[src/design/aivf_pkg.sv]
/*
  aivf_pkg: shared constants for the analog input value formatter.
  assumes: included before any aivf module; no surrounding tool setup.
*/
package aivf_pkg;
  // switch field encodings
  localparam logic [1:0] AIVF_CH_ONE = 2'h0;
  localparam logic [1:0] AIVF_CH_TWO = 2'h1;
  localparam logic [1:0] AIVF_CH_FOUR = 2'h2;
  localparam logic [1:0] AIVF_LIN_NONE = 2'h0;
  localparam logic [1:0] AIVF_LIN_K = 2'h1;
  localparam logic [1:0] AIVF_LIN_J = 2'h2;
  localparam logic [1:0] AIVF_LIN_L = 2'h3;
  localparam logic [1:0] AIVF_CMP_NONE = 2'h0;
  localparam logic [1:0] AIVF_CMP_K = 2'h1;
  localparam logic [1:0] AIVF_CMP_JL = 2'h2;
  // variants
  localparam logic [1:0] AIVF_VAR_TC = 2'h0;
  localparam logic [1:0] AIVF_VAR_RTD = 2'h1;
  localparam logic [1:0] AIVF_VAR_UNI = 2'h2;
  localparam logic [1:0] AIVF_VAR_STD = 2'h3;
  // result word field positions
  localparam int AIVF_SIGN_POS = 15;
  localparam int AIVF_VAL_LSB = 3;
  localparam int AIVF_UNUSED_POS = 2;
  localparam int AIVF_WB_POS = 1;
  localparam int AIVF_OV_POS = 0;
  localparam int AIVF_MAG_LIMIT = 4096;
  localparam logic [15:0] AIVF_WORD_RST = 16'h0000;
  // integration times, ns, and cycles at 250 MHz
  localparam int AIVF_CLK_MHZ = 250;
  localparam int AIVF_INT50_NS = 20000000;
  localparam int AIVF_INT60_NS = 16660000;
  localparam int AIVF_INT50_CYC = AIVF_INT50_NS / 1000 * AIVF_CLK_MHZ;
  localparam int AIVF_INT60_CYC = AIVF_INT60_NS / 1000 * AIVF_CLK_MHZ;
  // register port offsets
  localparam logic [3:0] AIVF_REG_CFG = 4'h0;
  localparam logic [3:0] AIVF_REG_STAT = 4'h1;
  localparam logic [3:0] AIVF_REG_MASK = 4'h2;
  localparam logic [3:0] AIVF_REG_IMG0 = 4'h4;
  localparam logic [15:0] AIVF_CFG_RST = 16'h0000;
  localparam logic [3:0] AIVF_MASK_RST = 4'h0;
  // value formatting: 13-bit signed value plus flags into result word
  function automatic logic [15:0] aivf_pack(input logic signed [15:0] val, input logic wb, input logic ov);
    logic [15:0] w;
    w = {val[15], val[11:0], 1'b0, wb, ov};
    return w;
  endfunction
endpackage

[src/design/aivf_lin.sv]
/*
  aivf_lin: per-sample linearization and reference-junction correction.
  assumes: raw counts are signed, compensation offset is in counts of the selected type.
*/
`timescale 1ns/100ps
module aivf_lin
  import aivf_pkg::*;
#(
  parameter int W = 16
) (
  input wire logic signed [W-1:0] i_raw,
  input wire logic [1:0] i_var,
  input wire logic [1:0] i_lin,
  input wire logic [1:0] i_cmp,
  input wire logic i_rtd_lin,
  input wire logic signed [W-1:0] i_cj_k,
  input wire logic signed [W-1:0] i_cj_jl,
  output logic signed [W-1:0] o_val
);
  logic signed [W-1:0] comp;
  always_comb begin
    comp = i_raw;
    if (i_var == AIVF_VAR_TC) begin
      // junction at 0 C reads 0: add terminal junction equivalent
      case (i_cmp)
        AIVF_CMP_K: comp = i_raw + i_cj_k;
        AIVF_CMP_JL: comp = i_raw + i_cj_jl;
        default: comp = i_raw; // no compensation leaves raw counts
      endcase
      // one count per degree for all types; gain trim stays in the converter
      case (i_lin)
        AIVF_LIN_K, AIVF_LIN_J, AIVF_LIN_L: o_val = comp;
        default: o_val = comp;
      endcase
    end else if (i_var == AIVF_VAR_RTD && i_rtd_lin) begin
      // counts are half degrees, clamp -100..+850 C
      if (comp < -16'sd200) o_val = -16'sd200;
      else if (comp > 16'sd1700) o_val = 16'sd1700;
      else o_val = comp;
    end else begin
      o_val = comp;
    end
  end
endmodule

[src/design/aivf_top.sv]
/*
  aivf_top: formats converter results into signed words of the input image; unipolar gives an unsigned byte.
  assumes: one clock i_mclk, sync reset, converter delivers one sample per strobe.
*/
// Overview of operation
// - each channel result is placed in the input image for the host to read.
// - results are signed two's complement numbers, except the unsigned byte of the unipolar variant.
// - unipolar 0-10 V variant gives one byte; others give a two-byte word.
// - word: sign bit 15, weights 2^11..2^0 in bits 14..3, flags in bits 1..0.
// - with compensation, 0 C at measuring junction reads 0.
// - thermocouple offers linearization none/K/J/L and compensation none/K/JL.
// - with no linearization and compensation, results equal plain thermocouple module.
// - one, two or four channels converted; resistance variant only one or two.
// - wire-break reporting can be disabled; then the flag never signals a break.
// - on the resistance variant switch positions 1 and 2 are ignored.
// - resistance linearization reports -100 to +850 C in half degree steps.
// - mains setting picks integration time: 20 ms at 50 Hz, 16.66 ms at 60 Hz.
// - wire-break flag is 0 without break and 1 with a detected break.
// - overflow flag is 1 when magnitude reaches 4096, else 0.
`timescale 1ns/100ps
module aivf_top
  import aivf_pkg::*;
#(
  parameter logic [1:0] VARIANT = AIVF_VAR_TC,
  parameter int INT50_CYC = AIVF_INT50_CYC,
  parameter int INT60_CYC = AIVF_INT60_CYC
) (
  input wire logic i_mclk,
  input wire logic i_rst,
  input wire logic i_ce,
  input wire logic i_smp_valid,
  input wire logic [1:0] i_smp_ch,
  input wire logic signed [15:0] i_smp_raw,
  input wire logic i_smp_break,
  input wire logic signed [15:0] i_cj_k,
  input wire logic signed [15:0] i_cj_jl,
  input wire logic [3:0] i_addr,
  input wire logic [15:0] i_wdata,
  input wire logic i_wr,
  input wire logic i_rd,
  output logic [15:0] o_rdata,
  output logic o_conv_start,
  output logic [1:0] o_conv_ch,
  output logic o_wb_led,
  output logic o_irq
);
  ////////////////////////////////////////////////////////////////////////////
  // configuration: [0] 60 Hz, [2:1] channels, [3] wire-break on,
  // [5:4] linearization, [7:6] compensation, [8] resistance linearization
  logic [15:0] cfg_q;
  logic [3:0] stat_q;
  logic [3:0] mask_q;
  logic [15:0] img_q [4];
  logic [3:0] brk_q;
  logic [23:0] tmr_q;
  logic [1:0] ch_q;
  logic signed [15:0] lin_val;
  logic [1:0] lin_sel;
  logic [1:0] cmp_sel;
  logic [1:0] nch;
  logic [15:0] mag;
  logic ov;
  logic wb;
  logic [15:0] word;

  // rtd ignores the positions that carry thermocouple options
  assign lin_sel = (VARIANT == AIVF_VAR_RTD) ? AIVF_LIN_NONE : cfg_q[5:4];
  assign cmp_sel = (VARIANT == AIVF_VAR_RTD) ? AIVF_CMP_NONE : cfg_q[7:6];

  // four channels requested on rtd fall back to two
  assign nch = (VARIANT == AIVF_VAR_RTD && cfg_q[2:1] == AIVF_CH_FOUR) ? AIVF_CH_TWO : cfg_q[2:1];

  aivf_lin #(.W(16)) u_lin (
    .i_raw(i_smp_raw),
    .i_var(VARIANT),
    .i_lin(lin_sel),
    .i_cmp(cmp_sel),
    .i_rtd_lin(cfg_q[8]),
    .i_cj_k(i_cj_k),
    .i_cj_jl(i_cj_jl),
    .o_val(lin_val)
  );

  always_comb begin
    mag = lin_val[15] ? 16'(-lin_val) : lin_val;
    ov = (mag >= 16'(AIVF_MAG_LIMIT));
    wb = i_smp_break & cfg_q[3];
    if (VARIANT == AIVF_VAR_UNI) begin
      // single byte result, low byte of the word only
      word = {8'h00, (lin_val[15] ? 8'h00 : (mag > 16'h00FF ? 8'hFF : mag[7:0]))};
    end else begin
      // saturate to 12 bits with overflow set
      word = aivf_pack(ov ? (lin_val[15] ? -16'sd4095 : 16'sd4095) : lin_val, wb, ov);
    end
  end

  ////////////////////////////////////////////////////////////////////////////
  // conversion sequencer: integration time from mains switch
  always_ff @(posedge i_mclk) begin
    if (i_rst) begin
      tmr_q <= 24'h000000;
      ch_q <= 2'h0;
      o_conv_start <= 1'b0;
      o_conv_ch <= 2'h0;
    end else if (i_ce) begin
      o_conv_start <= 1'b0;
      if (tmr_q == 24'h000000) begin
        tmr_q <= cfg_q[0] ? 24'(INT60_CYC - 1) : 24'(INT50_CYC - 1);
        o_conv_start <= 1'b1;
        o_conv_ch <= ch_q;
        case (nch)
          AIVF_CH_TWO: ch_q <= {1'b0, ~ch_q[0]};
          AIVF_CH_FOUR: ch_q <= ch_q + 2'h1;
          default: ch_q <= 2'h0;
        endcase
      end else begin
        tmr_q <= tmr_q - 24'h000001;
      end
    end
  end

  ////////////////////////////////////////////////////////////////////////////
  // input image: whole word written in one edge
  always_ff @(posedge i_mclk) begin
    if (i_rst) begin
      for (int k = 0; k < 4; k++) img_q[k] <= AIVF_WORD_RST;
      brk_q <= 4'h0;
    end else if (i_ce && i_smp_valid) begin
      img_q[i_smp_ch] <= word;
      brk_q[i_smp_ch] <= wb;
    end
  end

  always_ff @(posedge i_mclk) begin
    if (i_rst) o_wb_led <= 1'b0;
    else if (i_ce) o_wb_led <= |brk_q;
  end

  ////////////////////////////////////////////////////////////////////////////
  // register port
  always_ff @(posedge i_mclk) begin
    if (i_rst) begin
      cfg_q <= AIVF_CFG_RST;
      mask_q <= AIVF_MASK_RST;
    end else if (i_ce && i_wr) begin
      if (i_addr == AIVF_REG_CFG) cfg_q <= i_wdata;
      if (i_addr == AIVF_REG_MASK) mask_q <= i_wdata[3:0];
    end
  end

  // status: per-channel new result; set beats write-one-to-clear
  always_ff @(posedge i_mclk) begin
    if (i_rst) begin
      stat_q <= 4'h0;
    end else if (i_ce) begin
      stat_q <= (stat_q & ~((i_wr && i_addr == AIVF_REG_STAT) ? i_wdata[3:0] : 4'h0))
        | (i_smp_valid ? 4'(1 << i_smp_ch) : 4'h0);
    end
  end

  always_ff @(posedge i_mclk) begin
    if (i_rst) o_irq <= 1'b0;
    else if (i_ce) o_irq <= |(stat_q & mask_q);
  end

  always_ff @(posedge i_mclk) begin
    if (i_rst) begin
      o_rdata <= 16'h0000;
    end else if (i_ce) begin
      o_rdata <= 16'h0000;
      if (i_rd) begin
        case (i_addr)
          AIVF_REG_CFG: o_rdata <= cfg_q;
          AIVF_REG_STAT: o_rdata <= {12'h000, stat_q};
          AIVF_REG_MASK: o_rdata <= {12'h000, mask_q};
          4'h4, 4'h5, 4'h6, 4'h7: o_rdata <= img_q[i_addr[1:0]];
          default: o_rdata <= 16'h0000;
        endcase
      end
    end
  end
endmodule

[config.mk]
export PLATFORM = sky130hd
export DESIGN_NAME = aivf_top
export DESIGN_NICKNAME = d
export VERILOG_FILES = /design/src/design/aivf_pkg.sv /design/src/design/aivf_lin.sv /design/src/design/aivf_top.sv
export SDC_FILE = /design/constraint.sdc
export NUM_CORES = 1
export LEC_CHECK = 0
export BUFFER_PORTS_ARGS = -buffer_cell sky130_fd_sc_hd__buf_2
export CORE_MARGIN = 2
export CORE_UTILIZATION = 50
export DETAILED_ROUTE_END_ITERATION = 16
export PLACE_DENSITY = 0.71
export SLEW_MARGIN = 0
export SYNTH_ARGS = -nofsm -noshare
export SYNTH_HDL_FRONTEND = slang
export SYNTH_SLANG_ARGS = --single-unit
[constraint.sdc]
create_clock -name i_mclk -period 7.3 [get_ports i_mclk]
set_input_delay 0.73 -clock i_mclk [delete_from_list [all_inputs] [get_ports i_mclk]]
set_output_delay 0.73 -clock i_mclk [all_outputs]
set_load 0.02 [all_outputs]
==> results of run 1 <==
[cells by family after synthesis]
family | after synthesis | synth area share, %
xor+xnor | 13 | 1.64
simple gates | 310 | 19.8
flops | 135 | 44.6
buf+inv | 61 | 3.51
mux | 42 | 8.47
fa+ha+maj | 23 | 3.98
compound gates | 203 | 18.0
[flip-flops by register name (all words and copies together), names as in the netlist]
register / cells
brk_q: 4
cfg_q: 16
ch_q: 2
img_q: 60
mask_q: 4
o_conv_ch: 2
o_conv_start: 1
o_irq: 1
o_rdata: 16
o_wb_led: 1
stat_q: 4
tmr_q: 24
[report_power, final]
part / total, W / internal, W / switching (W) / leakage [nW]
combinational: 0.000588 / 0.000223 / 0.000364 / 1.77
sequential: 0.000916 / 0.000862 / 0.0000546 / 1.23
clock: 0.000847 / 0.000546 / 0.000301 / 0.292
[cell type report]
type,instances,share of cell area [%]
multi-input combinational,591,45.0
clock inverter,8,1.11
timing repair buffer,103,6.19
inverter,15,0.657
tap,184,2.69
sequential,135,38.5
clock buffer,24,5.85
[Yosys cell counts (all sizes together) (9+ instances only)]
master  instances
mux4           15
nor2           79
edfxtp         60
mux2i          11
inv            15
ha             22
nor3           57
buf            11
mux2           16
nand2b         12
a22oi          15
clkbuf         35
a22o           12
a31oi           9
nand3          12
o21ai          35
a21oi          77
nor4           11
nand2          92
dfxtp          75
[metal layers]
metal | global-route usage (%) | vias to the layer above
met5 | 0 | -
met4 | 6.46 | 0
met3 | 3.78 | 22
met2 | 35.1 | 195
met1 | 31.7 | 2895
li1 | - | 3078
[worst min-delay path by stage]
stage,startpoint,endpoint,slack [ns],depth (start not counted)
floorplan,cfg_q[10],cfg_q[10],0.44,2
global placement,o_conv_ch[0],o_conv_ch[0],0.44,2
detailed placement,o_conv_ch[0],o_conv_ch[0],0.44,2
CTS,o_conv_ch[0],o_conv_ch[0],0.45,2
global route,o_conv_ch[1],o_conv_ch[1],0.47,2
finish,o_conv_ch[1],o_conv_ch[1],0.45,2
[critical path, cell delays in order, from the launching register on]
cell                       delay [ns]
sky130_fd_sc_hd__dfxtp_1         0.33
sky130_fd_sc_hd__inv_1           0.07
sky130_fd_sc_hd__ha_1            0.38
sky130_fd_sc_hd__buf_4           0.25
sky130_fd_sc_hd__mux2_2          0.35
sky130_fd_sc_hd__ha_1            0.23
sky130_fd_sc_hd__fa_1            0.43
sky130_fd_sc_hd__a211oi_1        0.34
sky130_fd_sc_hd__o21ai_1         0.12
sky130_fd_sc_hd__xnor2_1         0.13
sky130_fd_sc_hd__o21ai_0         0.11
sky130_fd_sc_hd__or4b_4          0.56
sky130_fd_sc_hd__or4_4           0.60
sky130_fd_sc_hd__a31oi_4         0.87
sky130_fd_sc_hd__nor3_1          0.16
[cell usage in the layout, fill, tap and decap left out, types with 15 or more instances in the layout]
cell,n
sky130_fd_sc_hd__ha_1,22
sky130_fd_sc_hd__mux4_2,15
sky130_fd_sc_hd__a21oi_1,77
sky130_fd_sc_hd__nor2_1,79
sky130_fd_sc_hd__o21ai_0,32
sky130_fd_sc_hd__mux2_2,16
sky130_fd_sc_hd__nor3_1,56
sky130_fd_sc_hd__buf_2,97
sky130_fd_sc_hd__dfxtp_1,75
sky130_fd_sc_hd__edfxtp_1,60
sky130_fd_sc_hd__clkbuf_16,17
sky130_fd_sc_hd__nand2_1,92
sky130_fd_sc_hd__a22oi_1,15
[stage by stage]
| stage | hold WS [ns] | cells | setup WS [ns] | utilization, % | instance area, um2 |
|---|---|---|---|---|---|
| 6_report | 0.449 | 1060 | 2.05 | 59.0 | 8570 |
| 5_1_grt | 0.473 | 1060 | 1.63 | 59.0 | 8570 |
| 4_1_cts | 0.450 | 1060 | 2.01 | 59.0 | 8570 |
| 3_5_place_dp | 0.442 | 1028 | 2.03 | 54.9 | 7980 |
| 3_3_place_gp | 0.439 | 1028 | 2.13 | 54.9 | 7980 |
| 2_1_floorplan | 0.437 | 787 | 2.85 | - | 7410 |
==> metrics, run 1 <==
initial cell density of the core=just over 50%; Tcrit/Tclk final=71.9%; wire length per cell=16.3 um; crit path DAT=between 5 and 6 ns; wire length on met3=950 um; share of flip-flops with an asynchronous set or reset=0%; most area-consuming cells after synthesis=sky130_fd_sc_hd__edfxtp_1 (24%), sky130_fd_sc_hd__dfxtp_1 (20%), sky130_fd_sc_hd__a21oi_1 (5.2%), sky130_fd_sc_hd__nand2_1 (4.7%), sky130_fd_sc_hd__mux4_2 (4.6%); antenna violations before repair=0; DIE AREA=about 0.016 mm2; Top Ports=98; number of pins with negative max-slew slack in the final report=0; Critical R2R Launch=cfg_q[6]; footprint of the flip-flops and latches=0.00330 mm2; number of antenna-violating nets in the routed design=0; first-pass GRT wire length=about 29000 um; detailed-route vias per instance=5.84; top achievable clock speed=about 190 MHz; count of max-cap constraint violations=0; Setup TNS Final=0 ns; leakage power=approximately 3.3 nW; crit path from=cfg_q[6]; clk root buf=sky130_fd_sc_hd__clkbuf_16; setup slack of the most critical reg-to-reg path=2.05 ns; number of global-route vias before repair=5950; total of endpoints with negative setup slack in the final report=0; # clock sinks=about 140; overall overflow remaining after global route=0; number of flops mapped to enable cells by yosys=60; placeable core region=between 0.01 and 0.015 mm2; DIE HEIGHT=approximately 130 um; Layout Area Growth over Synthesis=15.6%; Worst Clk Skew=0.00761 ns; post-synthesis area per instance=around 9.4 um2; count of vias placed by the detailed router=just over 6000; footprint of the multi-input gates=0.00386 mm2; Die X=126 um; Final Hold Vio Count=0; nets in the synthesized netlist=887; placer's final routability congestion estimate=a little under 0.9; max layer used=met4; Clock transition at path regs=0.06 ns; number of distinct standard cells referenced by the synthesized netlist=70; timing endpoint of the critical path=img_q[0][10]; Clk Latency, worst-skew pair=between 0.4 and 0.5 ns; number of resized instances in the post-cts repair step=0; reg-to-reg critical path endpoint=img_q[0][10]; wire length on met1=8320 um; Post-route DRC=0; post-layout power=0.00235 W; Synth Instances=a little under 800; endpoint type of the worst setup path=register; placed wire-length estimate after detailed placement=11800 um; Main synth FF type=sky130_fd_sc_hd__dfxtp_1; Critical Path Fanout Max=40; cell type contributing the most total cell area after synthesis=sky130_fd_sc_hd__edfxtp_1; maximum number of pins on one net before global-route repair=80; number of nets in the layout=963; kind of critical path=register to register; Yosys top cell area share=24.3%; transition at the pin with the smallest max-transition slack=1.05 ns; Setup Buffers After CTS=0; post-layout minimum cycle time=5.25 ns; total track usage=22.2%; proportion of layout cells with a drive suffix above 1=about 21%; normalized max-slew margin=approximately 30%; hold crit path type=register to register; required time at the endpoint of the critical path=between 7 and 8 ns; Post-CTS Hold Buffers=0; Max VDD drop=roughly 0.00016 V; std cell rows=44; number of CTS-inserted buffers=17; type of element launching the critical path=register; power per unit of standard cell area=274 mW/mm2; met2 WL=7760 um; synthesis-stage register bit count=approximately 140; CTS tree=done; Final Routed Wirelength=~17000 um; worst reg-to-reg path cell count=14; RSZ-0062 raised after global routing=false; number of DRC markers after the initial detailed-route iteration=slightly above 500; I/O Buffers=97; result of the run=finished clean; synthesized cell area=between 0.007 and 0.008 mm2; Filler cells=1287; count of antenna diodes in the layout=0; Pre-Repair DR Iteration Count=5; sequential share of the synthesized area=44.6%; maximum level of the CTS H-tree=4; Synth Warn #=0; maximum buffer depth of the clock tree=2
Power figures use the tool's default switching activity.
==> run 2: changes to the inputs <==
--- a/config.mk
+++ b/config.mk
@@ -5,11 +5,12 @@
 export SDC_FILE = /design/constraint.sdc
 export NUM_CORES = 1
 export LEC_CHECK = 0
+export ABC_AREA = 1
 export BUFFER_PORTS_ARGS = -buffer_cell sky130_fd_sc_hd__buf_2
 export CORE_MARGIN = 2
 export CORE_UTILIZATION = 50
 export DETAILED_ROUTE_END_ITERATION = 16
-export PLACE_DENSITY = 0.71
+export PLACE_DENSITY = 0.73
 export SLEW_MARGIN = 0
 export SYNTH_ARGS = -nofsm -noshare
 export SYNTH_HDL_FRONTEND = slang
==> constraint.sdc (replaced) <==
create_clock -name i_mclk -period 4.7 [get_ports i_mclk]
set_input_delay 0.47 -clock i_mclk [delete_from_list [all_inputs] [get_ports i_mclk]]
set_output_delay 0.47 -clock i_mclk [all_outputs]
set_load 0.02 [all_outputs]
==> run 2 against run 1 <==
Against the previous run: first-iteration DRC count decreased by 2.7%; clock power rose by 81%; total power up 48%; critical endpoint is now img_q[2][6].
==> metrics, run 2 <==
result of the run=finished clean (unchanged); wire length per cell=15.1 um (was 16.3 um); Synth Instances=1062 (was 787); DIE AREA=0.0167 mm2 (was 0.0158 mm2); RSZ-0062 raised after global routing=false (unchanged); Worst Clk Skew=0.0100 ns (was 0.00761 ns); placed wire-length estimate after detailed placement=14600 um (was 11800 um); maximum buffer depth of the clock tree=2 (unchanged); cell type contributing the most total cell area after synthesis=sky130_fd_sc_hd__edfxtp_1 (unchanged); initial cell density of the core=51.5% (was 51.0%); placeable core region=0.0153 mm2 (was 0.0145 mm2); total track usage=25.8% (was 22.2%); post-layout minimum cycle time=4.00 ns (was 5.25 ns); Filler cells=1379 (was 1287); Main synth FF type=sky130_fd_sc_hd__dfxtp_1 (unchanged); part of the total power dissipated in combinational logic=17.6% (was 25.0%); number of DRC markers after the initial detailed-route iteration=497 (was 511); detailed-route vias per instance=5.29 (was 5.84); crit path DAT=4.28 ns (was 5.36 ns); Top Ports=98 (unchanged); maximum level of the CTS H-tree=4 (unchanged); number of antenna-violating nets in the routed design=0 (unchanged); fraction of power spent switching nets=28.2% (was 30.6%); max FFs per register=60 (unchanged); internal portion of total power=0.00250 W (was 0.00163 W); I/O Buffers=97 (unchanged); transition at the pin with the smallest max-transition slack=0.937 ns (was 1.05 ns); required time at the endpoint of the critical path=4.97 ns (was 7.41 ns); top-count cell post-synth=sky130_fd_sc_hd__nand2_1 (unchanged); Critical Path Fanout Max=13 (was 40); count of max-cap constraint violations=0 (unchanged); Max VDD drop=0.000271 V (was 0.000160 V); total of endpoints with negative setup slack in the final report=0 (unchanged); synthesis-stage register bit count=135 (unchanged); number of nets in the layout=1249 (was 963); register bank with the most flops=img_q (unchanged); number of non-filler instances in the completed layout=1373 (was 1060); hold crit path type=input pin to register (was register to register); nets in the synthesized netlist=1162 (was 887); Final Hold Vio Count=0 (unchanged); power per unit of standard cell area=378 mW/mm2 (was 274 mW/mm2); most frequent standard cell in the layout excluding fill and tap cells=sky130_fd_sc_hd__nand2_1 (was sky130_fd_sc_hd__buf_2); Final Core Density=60.2% (was 59.0%); CTS tree=done (unchanged); Clk Latency, worst-skew pair=0.43 ns (was 0.41 ns); first-pass GRT wire length=33400 um (was 29000 um); sw power=0.000980 W (was 0.000720 W); count of vias placed by the detailed router=7269 (was 6190); synthesized cell area=0.00786 mm2 (was 0.00741 mm2); post-synthesis area per instance=7.40 um2 (was 9.42 um2); Synth Warn #=0 (unchanged); endpoint type of the worst setup path=register (unchanged); proportion of layout cells with a drive suffix above 1=16.1% (was 20.7%); number of distinct standard cells referenced by the synthesized netlist=41 (was 70); number of resized instances in the post-cts repair step=0 (unchanged); Cells after DPL=1341 (was 1028); Finished Cell Area=0.00919 mm2 (was 0.00857 mm2); Setup Buffers After CTS=0 (unchanged); clk root buf=sky130_fd_sc_hd__clkbuf_16 (unchanged); kind of critical path=register to register (unchanged); Final Routed Wirelength=20800 um (was 17300 um); most area-consuming cells after synthesis=sky130_fd_sc_hd__edfxtp_1 (23%), sky130_fd_sc_hd__dfxtp_1 (19%), sky130_fd_sc_hd__nand2_1 (12%), sky130_fd_sc_hd__inv_1 (6.6%), sky130_fd_sc_hd__nand3_1 (6.3%) (was sky130_fd_sc_hd__edfxtp_1 (24%), sky130_fd_sc_hd__dfxtp_1 (20%), sky130_fd_sc_hd__a21oi_1 (5.2%), sky130_fd_sc_hd__nand2_1 (4.7%), sky130_fd_sc_hd__mux4_2 (4.6%)); most numerous cell types in the synthesized netlist=sky130_fd_sc_hd__nand2_1 (251), sky130_fd_sc_hd__inv_1 (139), sky130_fd_sc_hd__nor2_1 (129), sky130_fd_sc_hd__nand3_1 (99), sky130_fd_sc_hd__dfxtp_1 (75) (was sky130_fd_sc_hd__nand2_1 (92), sky130_fd_sc_hd__nor2_1 (79), sky130_fd_sc_hd__a21oi_1 (77), sky130_fd_sc_hd__dfxtp_1 (75), sky130_fd_sc_hd__edfxtp_1 (60)); antenna violations before repair=0 (unchanged); Top Registers=img_q: 60 flops, tmr_q: 24 flops (unchanged); sequential share of power=38.5% (was 39.0%); Tcrit/Tclk final=85.2% (was 71.9%); DIE HEIGHT=129 um (was 126 um); maximum number of pins on one net before global-route repair=42 (was 80); Post-route DRC=0 (unchanged); overall overflow remaining after global route=0 (unchanged); Setup TNS Final=0 ns (unchanged); sequential share of the synthesized area=42.1% (was 44.6%); Yosys top cell area share=22.9% (was 24.3%); placer's final routability congestion estimate=0.927 (was 0.865); normalized max-slew margin=37.3% (was 30.0%); Post-CTS Hold Buffers=0 (unchanged); commonest cells after routing, fill and taps aside=sky130_fd_sc_hd__nand2_1 (251), sky130_fd_sc_hd__inv_1 (139), sky130_fd_sc_hd__nor2_1 (129) (was sky130_fd_sc_hd__buf_2 (97), sky130_fd_sc_hd__nand2_1 (92), sky130_fd_sc_hd__nor2_1 (79)); Pre-Repair DR Iteration Count=5 (unchanged); leakage power=4.24 nW (was 3.29 nW); number of global-route vias before repair=6837 (was 5950); top achievable clock speed=250 MHz (was 190 MHz); number of CTS-inserted buffers=17 (unchanged); type of element launching the critical path=register (unchanged); part of the total power dissipated in the clock network=43.9% (was 36.0%); Die X=129 um (was 126 um); number of pins with negative max-slew slack in the final report=0 (unchanged); # clock sinks=135 (unchanged); post-detailed-placement cell area=0.00852 mm2 (was 0.00798 mm2); Layout Area Growth over Synthesis=17.0% (was 15.6%); count of antenna diodes in the layout=0 (unchanged); Clock transition at path regs=0.06 ns (about the same); number of flops mapped to enable cells by yosys=60 (unchanged); share of flip-flops with an asynchronous set or reset=0% (unchanged); std cell rows=45 (was 44)
-- run 2: kinds of logic after synthesis --
family / share of synthesized area [%]
AND/OR/NAND/NOR: 29.3
buffers and inverters: 8.97
AO/OA/AOI/OAI: 11.8
flip-flops: 42.1
adder cells (fa/ha/maj): 3.76
XOR/XNOR: 1.90
multiplexers: 2.29
-- run 2: metal layers --
metal	vias to the layer above	routed length [um]	GRT usage [%]	share of wire (%)
met5	-	0	0	0
met4	0	541	10.0	2.6
met3	42	1110	5.41	5.3
met2	230	10300	45.1	50
met1	3332	8850	31.1	43
li1	3665	-	-	-
-- run 2: path summary, 6_finish.rpt --
kind	start	to	slack, ns	cells after the start
worst max-delay path	cfg_q[6]	img_q[2][6]	0.70	22
worst min-delay path	i_wdata[13]	cfg_q[13]	0.32	3
worst max register to register	cfg_q[6]	img_q[2][6]	0.70	22
worst min register to register	o_conv_ch[0]	o_conv_ch[0]	0.46	2
-- run 2: power by group through the flow --
stage	logic [W]	clock network [W]	registers [W]
4_1_cts	0.000606	0.00153	0.00134
6_report	0.000611	0.00153	0.00134
3_3_place_gp	0.000594	0	0.00136
3_5_place_dp	0.000602	0	0.00136
5_1_grt	0.000691	0.00158	0.00134
2_1_floorplan	0.000437	0	0.00136
-- run 2: per-stage QoR --
step	setup WS [ns]	power, W	hold WS [ns]
global placement	0.861	0.00195	0.449
CTS	0.719	0.00347	0.312
floorplan	1.10	0.00179	0.441
finish	0.695	0.00348	0.317
detailed placement	0.747	0.00196	0.453
global route	0.254	0.00362	0.319
-- run 2: cell type report --
type	instances	area, um2	share of cell area [%]
inverters	141	529	5.76
well taps	211	264	2.87
clock buffers	17	425	4.63
clock inverters	15	246	2.68
flip-flops and latches	135	3300	35.9
repair buffers	109	576	6.26
multi-input cells	745	3850	41.9
-- run 2: worst max-delay path, stage by stage (launching register included) --
cell	delay, ns
sky130_fd_sc_hd__dfxtp_1	0.30
sky130_fd_sc_hd__inv_1	0.08
sky130_fd_sc_hd__ha_1	0.24
sky130_fd_sc_hd__buf_4	0.25
sky130_fd_sc_hd__mux2_2	0.36
sky130_fd_sc_hd__ha_1	0.33
sky130_fd_sc_hd__nand2_1	0.13
sky130_fd_sc_hd__inv_1	0.05
sky130_fd_sc_hd__a21oi_1	0.21
sky130_fd_sc_hd__nand2_2	0.09
sky130_fd_sc_hd__nand2_2	0.09
sky130_fd_sc_hd__nand3_1	0.07
sky130_fd_sc_hd__nand3_1	0.09
sky130_fd_sc_hd__nand2_1	0.09
sky130_fd_sc_hd__nor2_2	0.15
sky130_fd_sc_hd__nand4_1	0.14
sky130_fd_sc_hd__nand2_1	0.08
sky130_fd_sc_hd__nand3_1	0.06
sky130_fd_sc_hd__nand2_1	0.28
sky130_fd_sc_hd__nand2_2	0.13
sky130_fd_sc_hd__nand2_2	0.29
sky130_fd_sc_hd__nand3_2	0.17
sky130_fd_sc_hd__nor2_1	0.15
